File: src/cpel_regs.svh
// register offsets, field positions and reset values of the channel power-down block
`ifndef CPEL_REGS_SVH
`define CPEL_REGS_SVH

// ==========================================================================
// register offsets
`define CPEL_ADDR_W 10
`define CPEL_OFS_CHANNEL_POWER_DOWN 10'h209
`define CPEL_OFS_EXTRA_LANE_A 10'h20a
`define CPEL_OFS_EXTRA_LANE_B 10'h20b

// ==========================================================================
// field positions
`define CPEL_ADC_A_PD_BIT 0
`define CPEL_ADC_B_PD_BIT 1
`define CPEL_ADDITIONAL_SER_BIT 0
`define CPEL_LANES 8

// ==========================================================================
// reset values
`define CPEL_RST_CHANNEL_POWER_DOWN 8'h00
`define CPEL_RST_EXTRA_LANE 8'h00
`define CPEL_READ_ZERO 8'h00

`endif

File: src/cpel_pkg.sv
// types shared by both ends of the channel power-down and extra-lane block
package cpel_pkg;

  // ==========================================================================
  // types
  typedef logic [9:0] cpel_addr_t;
  typedef logic [7:0] cpel_byte_t;
  typedef enum logic [1:0] {CPEL_IDLE, CPEL_ISSUE, CPEL_WAIT} cpel_host_state_t;

endpackage

File: src/cpel_if.sv
// interface joining the register master with the power-down and lane control
`timescale 1ns/10ps
interface cpel_if;
  logic wr;
  logic rd;
  cpel_pkg::cpel_addr_t addr;
  cpel_pkg::cpel_byte_t wdata;
  cpel_pkg::cpel_byte_t rdata;
  logic rvalid;
  logic serial_link_enable;
  logic global_power_down;
  logic [4:0] link_mode_select;
  logic [3:0] test_pattern_select;

  modport dev (
    input wr, rd, addr, wdata, serial_link_enable, global_power_down,
    input link_mode_select, test_pattern_select,
    output rdata, rvalid
  );
  modport host (
    output wr, rd, addr, wdata, serial_link_enable, global_power_down,
    output link_mode_select, test_pattern_select,
    input rdata, rvalid
  );
endinterface

File: src/cpel_device.sv
// device end: power-down register, extra-lane registers and lane clock control
`timescale 1ns/10ps
`include "cpel_regs.svh"

// Summary of operation
// RULE_01 - bit0 powers ADC A, bit1 ADC B
// RULE_02 - bound digital channels follow their ADC
// RULE_03 - clear link enable before power-down write
// RULE_04 - both channels off goes via global mode
// RULE_05 - both off kills whole serial subsystem
// RULE_06 - link A lives on, B slots undefined
// RULE_07 - link A bits 7..1 enable lanes A1..A7
// RULE_08 - link B bits 7..1 enable lanes B1..B7
// RULE_09 - extra bit alone gives only lane clocks
// RULE_10 - bit0 also turns extra serializers on
// RULE_11 - extra-lane writes only with link disabled
// RULE_12 - extra lanes share link mode and pattern
// RULE_13 - powered-down link keeps extra lanes inactive
// RULE_14 - serializer n needs lanes 0..n-1 enabled
// RULE_15 - reserved bits stored, no effect, reset zero
module cpel_device #(
  parameter int LANES = `CPEL_LANES
) (
  // clock and reset
  input wire logic CORE_CLK,
  input wire logic RST_N,
  // register side
  cpel_if.dev BUS,
  // binding and mode decode from the converter core
  input wire logic DIG_A_ON_ADC_B,
  input wire logic DIG_B_ON_ADC_B,
  input wire logic AB_ON_LINK_A,
  input wire logic [LANES-1:0] BASE_LANES_A,
  input wire logic [LANES-1:0] BASE_LANES_B,
  // power-down outputs
  output logic ADC_A_PD,
  output logic ADC_B_PD,
  output logic DIG_A_PD,
  output logic DIG_B_PD,
  output logic SERDES_SUBSYS_PD,
  output logic B_SLOTS_UNDEFINED,
  // lane outputs
  output logic [LANES-1:0] LANE_CLK_EN_A,
  output logic [LANES-1:0] LANE_CLK_EN_B,
  output logic [LANES-1:0] SER_EN_A,
  output logic [LANES-1:0] SER_EN_B,
  output logic [4:0] LANE_MODE,
  output logic [3:0] LANE_TEST
);

  // ==========================================================================
  // helpers
  // a serializer is enabled only if its own and every lower lane clock is running
  function automatic logic [LANES-1:0] chain_ok(input logic [LANES-1:0] clk_en);
    logic [LANES-1:0] ok;
    ok = '0;
    ok[0] = clk_en[0];
    for (int i = 1; i < LANES; i++) begin
      ok[i] = ok[i-1] & clk_en[i];
    end
    return ok;
  endfunction

  // ==========================================================================
  // register file
  cpel_pkg::cpel_byte_t pd_reg, pd_next;
  cpel_pkg::cpel_byte_t xa_reg, xa_next;
  cpel_pkg::cpel_byte_t xb_reg, xb_next;
  cpel_pkg::cpel_byte_t rdata_reg, rdata_next;
  logic rvalid_reg, rvalid_next;

  // writes are taken as given; the master keeps the link disabled meanwhile
  always_comb begin
    pd_next = pd_reg;
    xa_next = xa_reg;
    xb_next = xb_reg;
    rdata_next = rdata_reg;
    rvalid_next = BUS.rd;
    if (BUS.wr) begin
      unique case (BUS.addr)
        `CPEL_OFS_CHANNEL_POWER_DOWN: pd_next = BUS.wdata; // see RULE_15
        `CPEL_OFS_EXTRA_LANE_A: xa_next = BUS.wdata;
        `CPEL_OFS_EXTRA_LANE_B: xb_next = BUS.wdata;
        default: pd_next = pd_reg; // unmapped write is dropped
      endcase
    end
    if (BUS.rd) begin
      unique case (BUS.addr)
        `CPEL_OFS_CHANNEL_POWER_DOWN: rdata_next = pd_reg;
        `CPEL_OFS_EXTRA_LANE_A: rdata_next = xa_reg;
        `CPEL_OFS_EXTRA_LANE_B: rdata_next = xb_reg;
        default: rdata_next = `CPEL_READ_ZERO;
      endcase
    end
  end

  always_ff @(posedge CORE_CLK) begin
    if (!RST_N) begin
      pd_reg <= `CPEL_RST_CHANNEL_POWER_DOWN;
      xa_reg <= `CPEL_RST_EXTRA_LANE;
      xb_reg <= `CPEL_RST_EXTRA_LANE;
      rdata_reg <= `CPEL_READ_ZERO;
      rvalid_reg <= 1'b0;
    end else begin
      pd_reg <= pd_next;
      xa_reg <= xa_next;
      xb_reg <= xb_next;
      rdata_reg <= rdata_next;
      rvalid_reg <= rvalid_next;
    end
  end

  assign BUS.rdata = rdata_reg;
  assign BUS.rvalid = rvalid_reg;

  // ==========================================================================
  // power and lane decode
  logic adc_a_pd, adc_b_pd, dig_a_pd, dig_b_pd, subsys_pd;
  logic link_a_down, link_b_down, slots_undef;
  logic [LANES-1:0] clk_a, clk_b, ser_a, ser_b;
  logic [LANES-1:0] want_a, want_b;

  always_comb begin
    // global mode power-down covers the both-channels case
    adc_a_pd = pd_reg[`CPEL_ADC_A_PD_BIT] | BUS.global_power_down; // see RULE_01
    adc_b_pd = pd_reg[`CPEL_ADC_B_PD_BIT] | BUS.global_power_down; // see RULE_01
    // each digital channel follows the ADC it is bound to
    dig_a_pd = DIG_A_ON_ADC_B ? adc_b_pd : adc_a_pd; // see RULE_02
    dig_b_pd = DIG_B_ON_ADC_B ? adc_b_pd : adc_a_pd; // see RULE_02
    subsys_pd = adc_a_pd & adc_b_pd; // see RULE_05
    // a shared link A needs only one live digital channel
    link_a_down = subsys_pd | (dig_a_pd & (!AB_ON_LINK_A | dig_b_pd)); // see RULE_06
    link_b_down = subsys_pd | dig_b_pd;
    slots_undef = AB_ON_LINK_A & dig_b_pd & !link_a_down; // see RULE_06
    // extra bits 7..1 map straight onto lanes 1..7, lane 0 is never extra
    want_a = BASE_LANES_A | {xa_reg[LANES-1:1], 1'b0}; // see RULE_07
    want_b = BASE_LANES_B | {xb_reg[LANES-1:1], 1'b0}; // see RULE_08
    // a powered-down link keeps every lane dark, extra or not
    clk_a = link_a_down ? '0 : want_a; // see RULE_13
    clk_b = link_b_down ? '0 : want_b; // see RULE_13
    // extra lanes get a serializer only when the extra-serializer bit is set
    ser_a = clk_a & (BASE_LANES_A | {LANES{xa_reg[`CPEL_ADDITIONAL_SER_BIT]}}); // see RULE_09
    ser_b = clk_b & (BASE_LANES_B | {LANES{xb_reg[`CPEL_ADDITIONAL_SER_BIT]}}); // see RULE_10
    ser_a = ser_a & chain_ok(clk_a) & {LANES{BUS.serial_link_enable}}; // see RULE_14
    ser_b = ser_b & chain_ok(clk_b) & {LANES{BUS.serial_link_enable}}; // see RULE_14
  end

  // outputs are registered so the analog side sees clean levels
  always_ff @(posedge CORE_CLK) begin
    if (!RST_N) begin
      ADC_A_PD <= 1'b0;
      ADC_B_PD <= 1'b0;
      DIG_A_PD <= 1'b0;
      DIG_B_PD <= 1'b0;
      SERDES_SUBSYS_PD <= 1'b0;
      B_SLOTS_UNDEFINED <= 1'b0;
      LANE_CLK_EN_A <= '0;
      LANE_CLK_EN_B <= '0;
      SER_EN_A <= '0;
      SER_EN_B <= '0;
      LANE_MODE <= 5'h00;
      LANE_TEST <= 4'h0;
    end else begin
      ADC_A_PD <= adc_a_pd;
      ADC_B_PD <= adc_b_pd;
      DIG_A_PD <= dig_a_pd;
      DIG_B_PD <= dig_b_pd;
      SERDES_SUBSYS_PD <= subsys_pd;
      B_SLOTS_UNDEFINED <= slots_undef;
      LANE_CLK_EN_A <= clk_a;
      LANE_CLK_EN_B <= clk_b;
      SER_EN_A <= ser_a;
      SER_EN_B <= ser_b;
      LANE_MODE <= BUS.link_mode_select; // see RULE_12
      LANE_TEST <= BUS.test_pattern_select; // see RULE_12
    end
  end

endmodule

File: src/flat_wrapper.sv
// flat-port wrapper written by rule: the top's interface ports become plain ports
module cpel_device_flat 
#(
  parameter int LANES = `CPEL_LANES
)
  (CORE_CLK, RST_N, DIG_A_ON_ADC_B, DIG_B_ON_ADC_B, AB_ON_LINK_A, BASE_LANES_A, BASE_LANES_B, ADC_A_PD, ADC_B_PD, DIG_A_PD, DIG_B_PD, SERDES_SUBSYS_PD, B_SLOTS_UNDEFINED, LANE_CLK_EN_A, LANE_CLK_EN_B, SER_EN_A, SER_EN_B, LANE_MODE, LANE_TEST, BUS_wr, BUS_rd, BUS_addr, BUS_wdata, BUS_serial_link_enable, BUS_global_power_down, BUS_link_mode_select, BUS_test_pattern_select, BUS_rdata, BUS_rvalid);
  cpel_if BUS_i ();
  input wire logic CORE_CLK;
  input wire logic RST_N;
  input wire logic DIG_A_ON_ADC_B;
  input wire logic DIG_B_ON_ADC_B;
  input wire logic AB_ON_LINK_A;
  input wire logic [LANES-1:0] BASE_LANES_A;
  input wire logic [LANES-1:0] BASE_LANES_B;
  output logic ADC_A_PD;
  output logic ADC_B_PD;
  output logic DIG_A_PD;
  output logic DIG_B_PD;
  output logic SERDES_SUBSYS_PD;
  output logic B_SLOTS_UNDEFINED;
  output logic [LANES-1:0] LANE_CLK_EN_A;
  output logic [LANES-1:0] LANE_CLK_EN_B;
  output logic [LANES-1:0] SER_EN_A;
  output logic [LANES-1:0] SER_EN_B;
  output logic [4:0] LANE_MODE;
  output logic [3:0] LANE_TEST;
  input wire logic [$bits(BUS_i.wr)-1:0] BUS_wr;
  input wire logic [$bits(BUS_i.rd)-1:0] BUS_rd;
  input wire logic [$bits(BUS_i.addr)-1:0] BUS_addr;
  input wire logic [$bits(BUS_i.wdata)-1:0] BUS_wdata;
  input wire logic [$bits(BUS_i.serial_link_enable)-1:0] BUS_serial_link_enable;
  input wire logic [$bits(BUS_i.global_power_down)-1:0] BUS_global_power_down;
  input wire logic [$bits(BUS_i.link_mode_select)-1:0] BUS_link_mode_select;
  input wire logic [$bits(BUS_i.test_pattern_select)-1:0] BUS_test_pattern_select;
  output wire logic [$bits(BUS_i.rdata)-1:0] BUS_rdata;
  output wire logic [$bits(BUS_i.rvalid)-1:0] BUS_rvalid;
  assign BUS_i.wr = BUS_wr;
  assign BUS_i.rd = BUS_rd;
  assign BUS_i.addr = BUS_addr;
  assign BUS_i.wdata = BUS_wdata;
  assign BUS_i.serial_link_enable = BUS_serial_link_enable;
  assign BUS_i.global_power_down = BUS_global_power_down;
  assign BUS_i.link_mode_select = BUS_link_mode_select;
  assign BUS_i.test_pattern_select = BUS_test_pattern_select;
  assign BUS_rdata = BUS_i.rdata;
  assign BUS_rvalid = BUS_i.rvalid;
  cpel_device #(.LANES(LANES)) u_core (.CORE_CLK(CORE_CLK), .RST_N(RST_N), .BUS(BUS_i), .DIG_A_ON_ADC_B(DIG_A_ON_ADC_B), .DIG_B_ON_ADC_B(DIG_B_ON_ADC_B), .AB_ON_LINK_A(AB_ON_LINK_A), .BASE_LANES_A(BASE_LANES_A), .BASE_LANES_B(BASE_LANES_B), .ADC_A_PD(ADC_A_PD), .ADC_B_PD(ADC_B_PD), .DIG_A_PD(DIG_A_PD), .DIG_B_PD(DIG_B_PD), .SERDES_SUBSYS_PD(SERDES_SUBSYS_PD), .B_SLOTS_UNDEFINED(B_SLOTS_UNDEFINED), .LANE_CLK_EN_A(LANE_CLK_EN_A), .LANE_CLK_EN_B(LANE_CLK_EN_B), .SER_EN_A(SER_EN_A), .SER_EN_B(SER_EN_B), .LANE_MODE(LANE_MODE), .LANE_TEST(LANE_TEST));
endmodule
File: config.mk
export PLATFORM = sky130hd
export DESIGN_NAME = cpel_device_flat
export DESIGN_NICKNAME = d
export VERILOG_FILES = /design/src/cpel_pkg.sv /design/src/cpel_if.sv /design/src/cpel_device.sv /design/src/flat_wrapper.sv
export VERILOG_INCLUDE_DIRS = /design/src
export SDC_FILE = /design/constraint.sdc
export NUM_CORES = 1
export LEC_CHECK = 0
export ABC_AREA = 0
export BUFFER_PORTS_ARGS = -buffer_cell sky130_fd_sc_hd__buf_2
export CAP_MARGIN = 20
export CORE_MARGIN = 4
export CORE_UTILIZATION = 54
export CTS_BUF_LIST = sky130_fd_sc_hd__clkbuf_4
export CTS_CLUSTER_SIZE = 16
export DETAILED_ROUTE_END_ITERATION = 16
export GPL_TIMING_DRIVEN = 0
export PLACE_DENSITY = 0.89
export SETUP_SLACK_MARGIN = 0.4
export SLEW_MARGIN = 20
export SYNTH_ARGS = -nofsm -noshare
export SYNTH_HDL_FRONTEND = slang
export SYNTH_SLANG_ARGS = --single-unit
File: constraint.sdc
create_clock -name CORE_CLK -period 4.45 [get_ports CORE_CLK]
set_input_delay 0.445 -clock CORE_CLK [delete_from_list [all_inputs] [get_ports CORE_CLK]]
set_output_delay 0.445 -clock CORE_CLK [all_outputs]
set_load 0.05 [all_outputs]
After elaboration in Yosys (flattened, before gate mapping)
Cells that the tools add are included.
{"block": "word_totals", "register_bits": 80, "wordCells": 63}
{"block": "op_classes", "eq_ne": 3, "n_mux": 5, "bitwise": 33, "n_reduce_logical": 5}
{"operator": "8-bit bitwise AND", "n": 6}
{"operator": "8-bit bitwise OR", "n": 4}
{"operator": "10-bit equality test, second input constant", "n": 3}
{"operator": "8-bit case mux with 3 select lines", "n": 1}
{"operator": "1-bit bitwise AND", "n": 18}
{"operator": "8-bit 2-to-1 mux", "n": 2}
{"operator": "2-bit AND reduction", "n": 3}
{"operator": "1-bit bitwise OR", "n": 5}
{"operator": "1-bit logical NOT", "n": 2}
{"operator": "1-bit 2-to-1 mux", "n": 2}

Longest topological paths before layout
{"block": "logic_depth", "ltp_word": 15, "mapped_depth": 6}

Worst setup path after synthesis
OpenSTA, ideal clock, no wires.
{"block": "synth_path", "kind": "in2reg", "start": "input RST_N", "end": "register u_core.SER_EN_B[7]", "t_arrival_ns": 1.913, "slack_ns": 2.473, "path_stages": 5, "path_buffers": 1, "path_cell_list": "buf_2 nand2b_1 or4_4 or4_4 nor2_1"}
{"element": "from (decl)", "line": "flat_wrapper.sv:9", "source": "input wire logic RST_N;"}
{"element": "to (signal assigned)", "line": "cpel_device.sv:173", "source": "SER_EN_B <= ser_b;"}
{"element": "to (decl)", "line": "cpel_device.sv:46", "source": "output logic [LANES-1:0] SER_EN_B,"}

Worst setup path after layout
{"block": "layout_path", "start": "register u_core.pd_reg[0]", "end": "register u_core.SER_EN_B[6]"}
{"block": "layout_between", "elab_chain_cells": 12, "word_cells_on_any_way": 14}
{"element": "from (decl)", "line": "cpel_device.sv:66", "source": "cpel_pkg::cpel_byte_t pd_reg, pd_next;"}
{"element": "from (signal assigned)", "line": "cpel_device.sv:99", "source": "pd_reg <= `CPEL_RST_CHANNEL_POWER_DOWN;"}
{"element": "from (signal assigned)", "line": "cpel_device.sv:105", "source": "pd_reg <= pd_next;"}
{"element": "1-bit bitwise OR (*)", "line": "cpel_device.sv:125", "source": "adc_a_pd = pd_reg[`CPEL_ADC_A_PD_BIT] | BUS.global_power_down;"}
{"element": "1-bit bitwise AND / 1-bit 2-to-1 mux (equally long branches)", "line": "cpel_device.sv:130, cpel_device.sv:129"}
{"element": "1-bit bitwise OR (*)", "line": "cpel_device.sv:133", "source": "link_b_down = subsys_pd | dig_b_pd;"}
{"element": "8-bit 2-to-1 mux (*)", "line": "cpel_device.sv:140", "source": "clk_b = link_b_down ? '0 : want_b;"}
{"element": "1-bit bitwise AND (6 in a row)", "line": "cpel_device.sv:59", "source": "ok[i] = ok[i-1] & clk_en[i];"}
{"element": "8-bit bitwise AND (*) (2 in a row)", "line": "cpel_device.sv:145", "source": "ser_b = ser_b & chain_ok(clk_b) & {LANES{BUS.serial_link_enable}};"}
Every way passes the cells marked *; elsewhere a longest branch is shown, timed or not.
A chain may end at the register's enable or synchronous reset.

==> reports/results.txt <==
number of setup violations in the final report: 0
Starting Density: 0.5635
Setup Crit Path Kind: reg -> reg
setup slack, reg-to-reg: 2.43 ns
Core Area: 5140 um2
sequential area share after synthesis: 0.5529
fillers: 424
pin count of the biggest net entering global routing: 14
deepest clock path buffer count: 2
classification of the worst-slack hold path: in -> reg
average via count per standard cell: 5.367
FF-to-FF Start: u_core.pd_reg[0]$_SDFFE_PN0P_
post-synthesis net count: 361
Worst Setup Start Kind: flop
Port Buffers: 105
post-cts resize count: 0
Pleak: 1.731 nW
clk_lat worst skew: 0.42 ns
RSZ-0062 raised after global routing: false
overflow left after global routing: 0
number of buffers inserted for hold repair after clock tree synthesis: 0
worst max-slew margin expressed relative to the limit: 0.5490
number of warnings printed during yosys synthesis: 0
RePlAce Congestion: 0.9023
Reg2Reg Capture Point: u_core.SER_EN_B[6]$_SDFF_PN0_
global-route wire length before repair: 11680 um
final cell area excluding filler cells: 3615 um2
Final Hold Viols: 0
number of levels the H-tree was split into: 3
average cell area after synthesis: 9.374 um2
placed cell count: 484
Clk Tree Root Cell: sky130_fd_sc_hd__clkbuf_4
clk sinks: 80
count of buffers added by post-CTS timing repair for setup: 0
count of non-filler cells in the finished layout: 499
number of synthesized flops with an enable pin: 0
antenna-violating nets left: 0
Final Slew Violations: 0
DRC violation count after routing: 0
Total Die Area: 6600 um2
worst hold stages: 2
number of antenna violations at the first check in global routing: 0
run status: finished clean
top post-synthesis cells by area: sky130_fd_sc_hd__dfxtp_1, sky130_fd_sc_hd__nor2_1, sky130_fd_sc_hd__mux2i_1
I/O pin count: 108
antenna diode count: 0
endpoint of the worst hold-timing path: u_core.LANE_MODE[4]$_SDFF_PN0_
share of the core filled with cells: 0.7033
Cells after Synth: 309
height of the chip: 81.24 um
post-detailed-placement half-perimeter wirelength: 5513 um
Worst-Margin Slew: 0.6765 ns
CTS clk-pin slew, worst paths: 0.12 ns
Netlist Area Pre-Place: 2897 um2
setup tns final: 0 ns
standard cell area after detailed placement: 3510 um2
number of global-route vias before repair: 2638
cell type with the largest total area after synthesis: sky130_fd_sc_hd__dfxtp_1
leading register cell type out of synthesis: sky130_fd_sc_hd__dfxtp_1
initial DRC count: 116
average wire per standard cell: 14.78 um
CP max FO: 9
standard-cell row count: 26
TritonCTS buffer count: 9
Die W: 81.24 um
final clock skew: 0.01165 ns
Pre-antenna DRT Iters: 5
layout overhead on the synthesized area: 24.79%
global-route total usage across every layer: 0.2335
count of maximum capacitance violations: 0
library cell with the highest instance count after synthesis: sky130_fd_sc_hd__dfxtp_1
Reg2Reg Depth: 5
proportion of netlist area held by the largest area contributor: 0.5529
Detailed Route WL: 7377 um
clock tree from TritonCTS: built
distinct cell type count of the synthesized netlist: 34
worst IR drop on VDD: 222.1 uV
endpoint class of the critical path: flop
proportion of synthesized flip-flops having asynchronous set or reset: 0
share of post-route cells with drive strength above 1: 0.3077
power density relative to cell area: 340.7 nW/um2
highest clock rate: 0.4942 GHz
Period minus WS final: 2.024 ns
Net count, final: 477
register bit total from synthesis: 80
critical path arrival: 2.38 ns
portion of the clock cycle consumed by the worst path in the final layout: 0.4547
worst hold path startpoint: BUS_link_mode_select[4]
cell types with the highest counts after synthesis: sky130_fd_sc_hd__dfxtp_1, sky130_fd_sc_hd__nor2_1, sky130_fd_sc_hd__nand2_1
DR vias: 2678
required time of the critical path: 4.81 ns
==> area by class of cell <==
type | count | area (um2) | area share
Clock inverter | 6 | 37.54 | 0.01038
Tap cell | 70 | 87.58 | 0.02423
Buffer | 17 | 72.57 | 0.02008
Inverter | 8 | 30.03 | 0.008307
Clock buffer | 9 | 67.56 | 0.01869
Sequential cell | 80 | 1602 | 0.4431
Timing Repair Buffer | 105 | 525.5 | 0.1454
Multi-Input combinational cell | 204 | 1192 | 0.3299
==> layout by cell type, fill, tap and decap left out, types with 6 or more instances in the layout <==
cell                         n
sky130_fd_sc_hd__clkbuf_4    9
sky130_fd_sc_hd__o21a_1      6
sky130_fd_sc_hd__a22oi_1     7
sky130_fd_sc_hd__o21ai_0    10
sky130_fd_sc_hd__nor2_1     48
sky130_fd_sc_hd__mux2_2      8
sky130_fd_sc_hd__inv_1       8
sky130_fd_sc_hd__nand3_1     9
sky130_fd_sc_hd__mux2i_1    16
sky130_fd_sc_hd__nor2b_1     6
sky130_fd_sc_hd__dfxtp_1    80
sky130_fd_sc_hd__and2_1     16
sky130_fd_sc_hd__nand2_1    28
sky130_fd_sc_hd__clkbuf_1   14
sky130_fd_sc_hd__nor3_1     10
sky130_fd_sc_hd__a21oi_1    14
sky130_fd_sc_hd__buf_2     106
==> worst max-delay path, cell delays in order (launching register included) <==
cell and delay [ns]:
sky130_fd_sc_hd__dfxtp_1 0.33, sky130_fd_sc_hd__buf_6 0.13, sky130_fd_sc_hd__mux2_4 0.29, sky130_fd_sc_hd__or4_4 0.53, sky130_fd_sc_hd__or4_4 0.58, sky130_fd_sc_hd__nor2_1 0.11
==> worst max-delay path by stage <==
stage,start,endpoint,slack (ns),cells past startpoint
global route,u_core.pd_reg[0]$_SDFFE_PN0P_,u_core.SER_EN_B[6]$_SDFF_PN0_,2.38,5
CTS,u_core.pd_reg[0]$_SDFFE_PN0P_,u_core.SER_EN_B[6]$_SDFF_PN0_,2.42,5
detailed placement,DIG_B_ON_ADC_B,u_core.SER_EN_B[6]$_SDFF_PN0_,2.27,5
global placement,DIG_B_ON_ADC_B,u_core.SER_EN_B[5]$_SDFF_PN0_,2.30,5
finish,u_core.pd_reg[0]$_SDFFE_PN0P_,u_core.SER_EN_B[6]$_SDFF_PN0_,2.43,5
floorplan,RST_N,u_core.SER_EN_B[7]$_SDFF_PN0_,2.47,5
==> stage by stage <==
| step | hold slack [ns] | worst slack [ns] | power [mW] |
|---|---|---|---|
| final | 0.2240 | 2.426 | 1.231 |
| after global placement | 0.4427 | 2.301 | 0.8991 |
| after global routing | 0.2022 | 2.381 | 1.278 |
| after detailed placement | 0.4576 | 2.265 | 0.9026 |
| after floorplan | 0.4364 | 2.473 | 0.8495 |
| after CTS | 0.2050 | 2.424 | 1.236 |
==> routing by layer <==
| layer | global-route usage | share of wire | up-vias |
|---|---|---|---|
| met3 | 0.04324 | 0.086 | 17 |
| met1 | 0.2650 | 0.39 | 1236 |
| li1 | - | - | 1295 |
| met2 | 0.4113 | 0.50 | 130 |
| met5 | 0 | 0 | - |
| met4 | 0.1284 | 0.021 | 0 |
==> cell families (layout without fill, tap and decap cells) <==
kind of cell,Yosys count,count (layout),synth area share
simple gates,132,132,0.2181
flops,80,80,0.5529
buf+inv,25,145,0.03542
mux,25,25,0.09158
compound gates,47,47,0.1019
==> report_power, final <==
| part | internal (mW) | switching [mW] | total, mW |
|---|---|---|---|
| Combinational | 0.0438 | 0.109 | 0.153 |
| Sequential | 0.731 | 0.00329 | 0.735 |
| Clock | 0.107 | 0.236 | 0.344 |
Note: power is estimated with default switching activity, not from simulation.
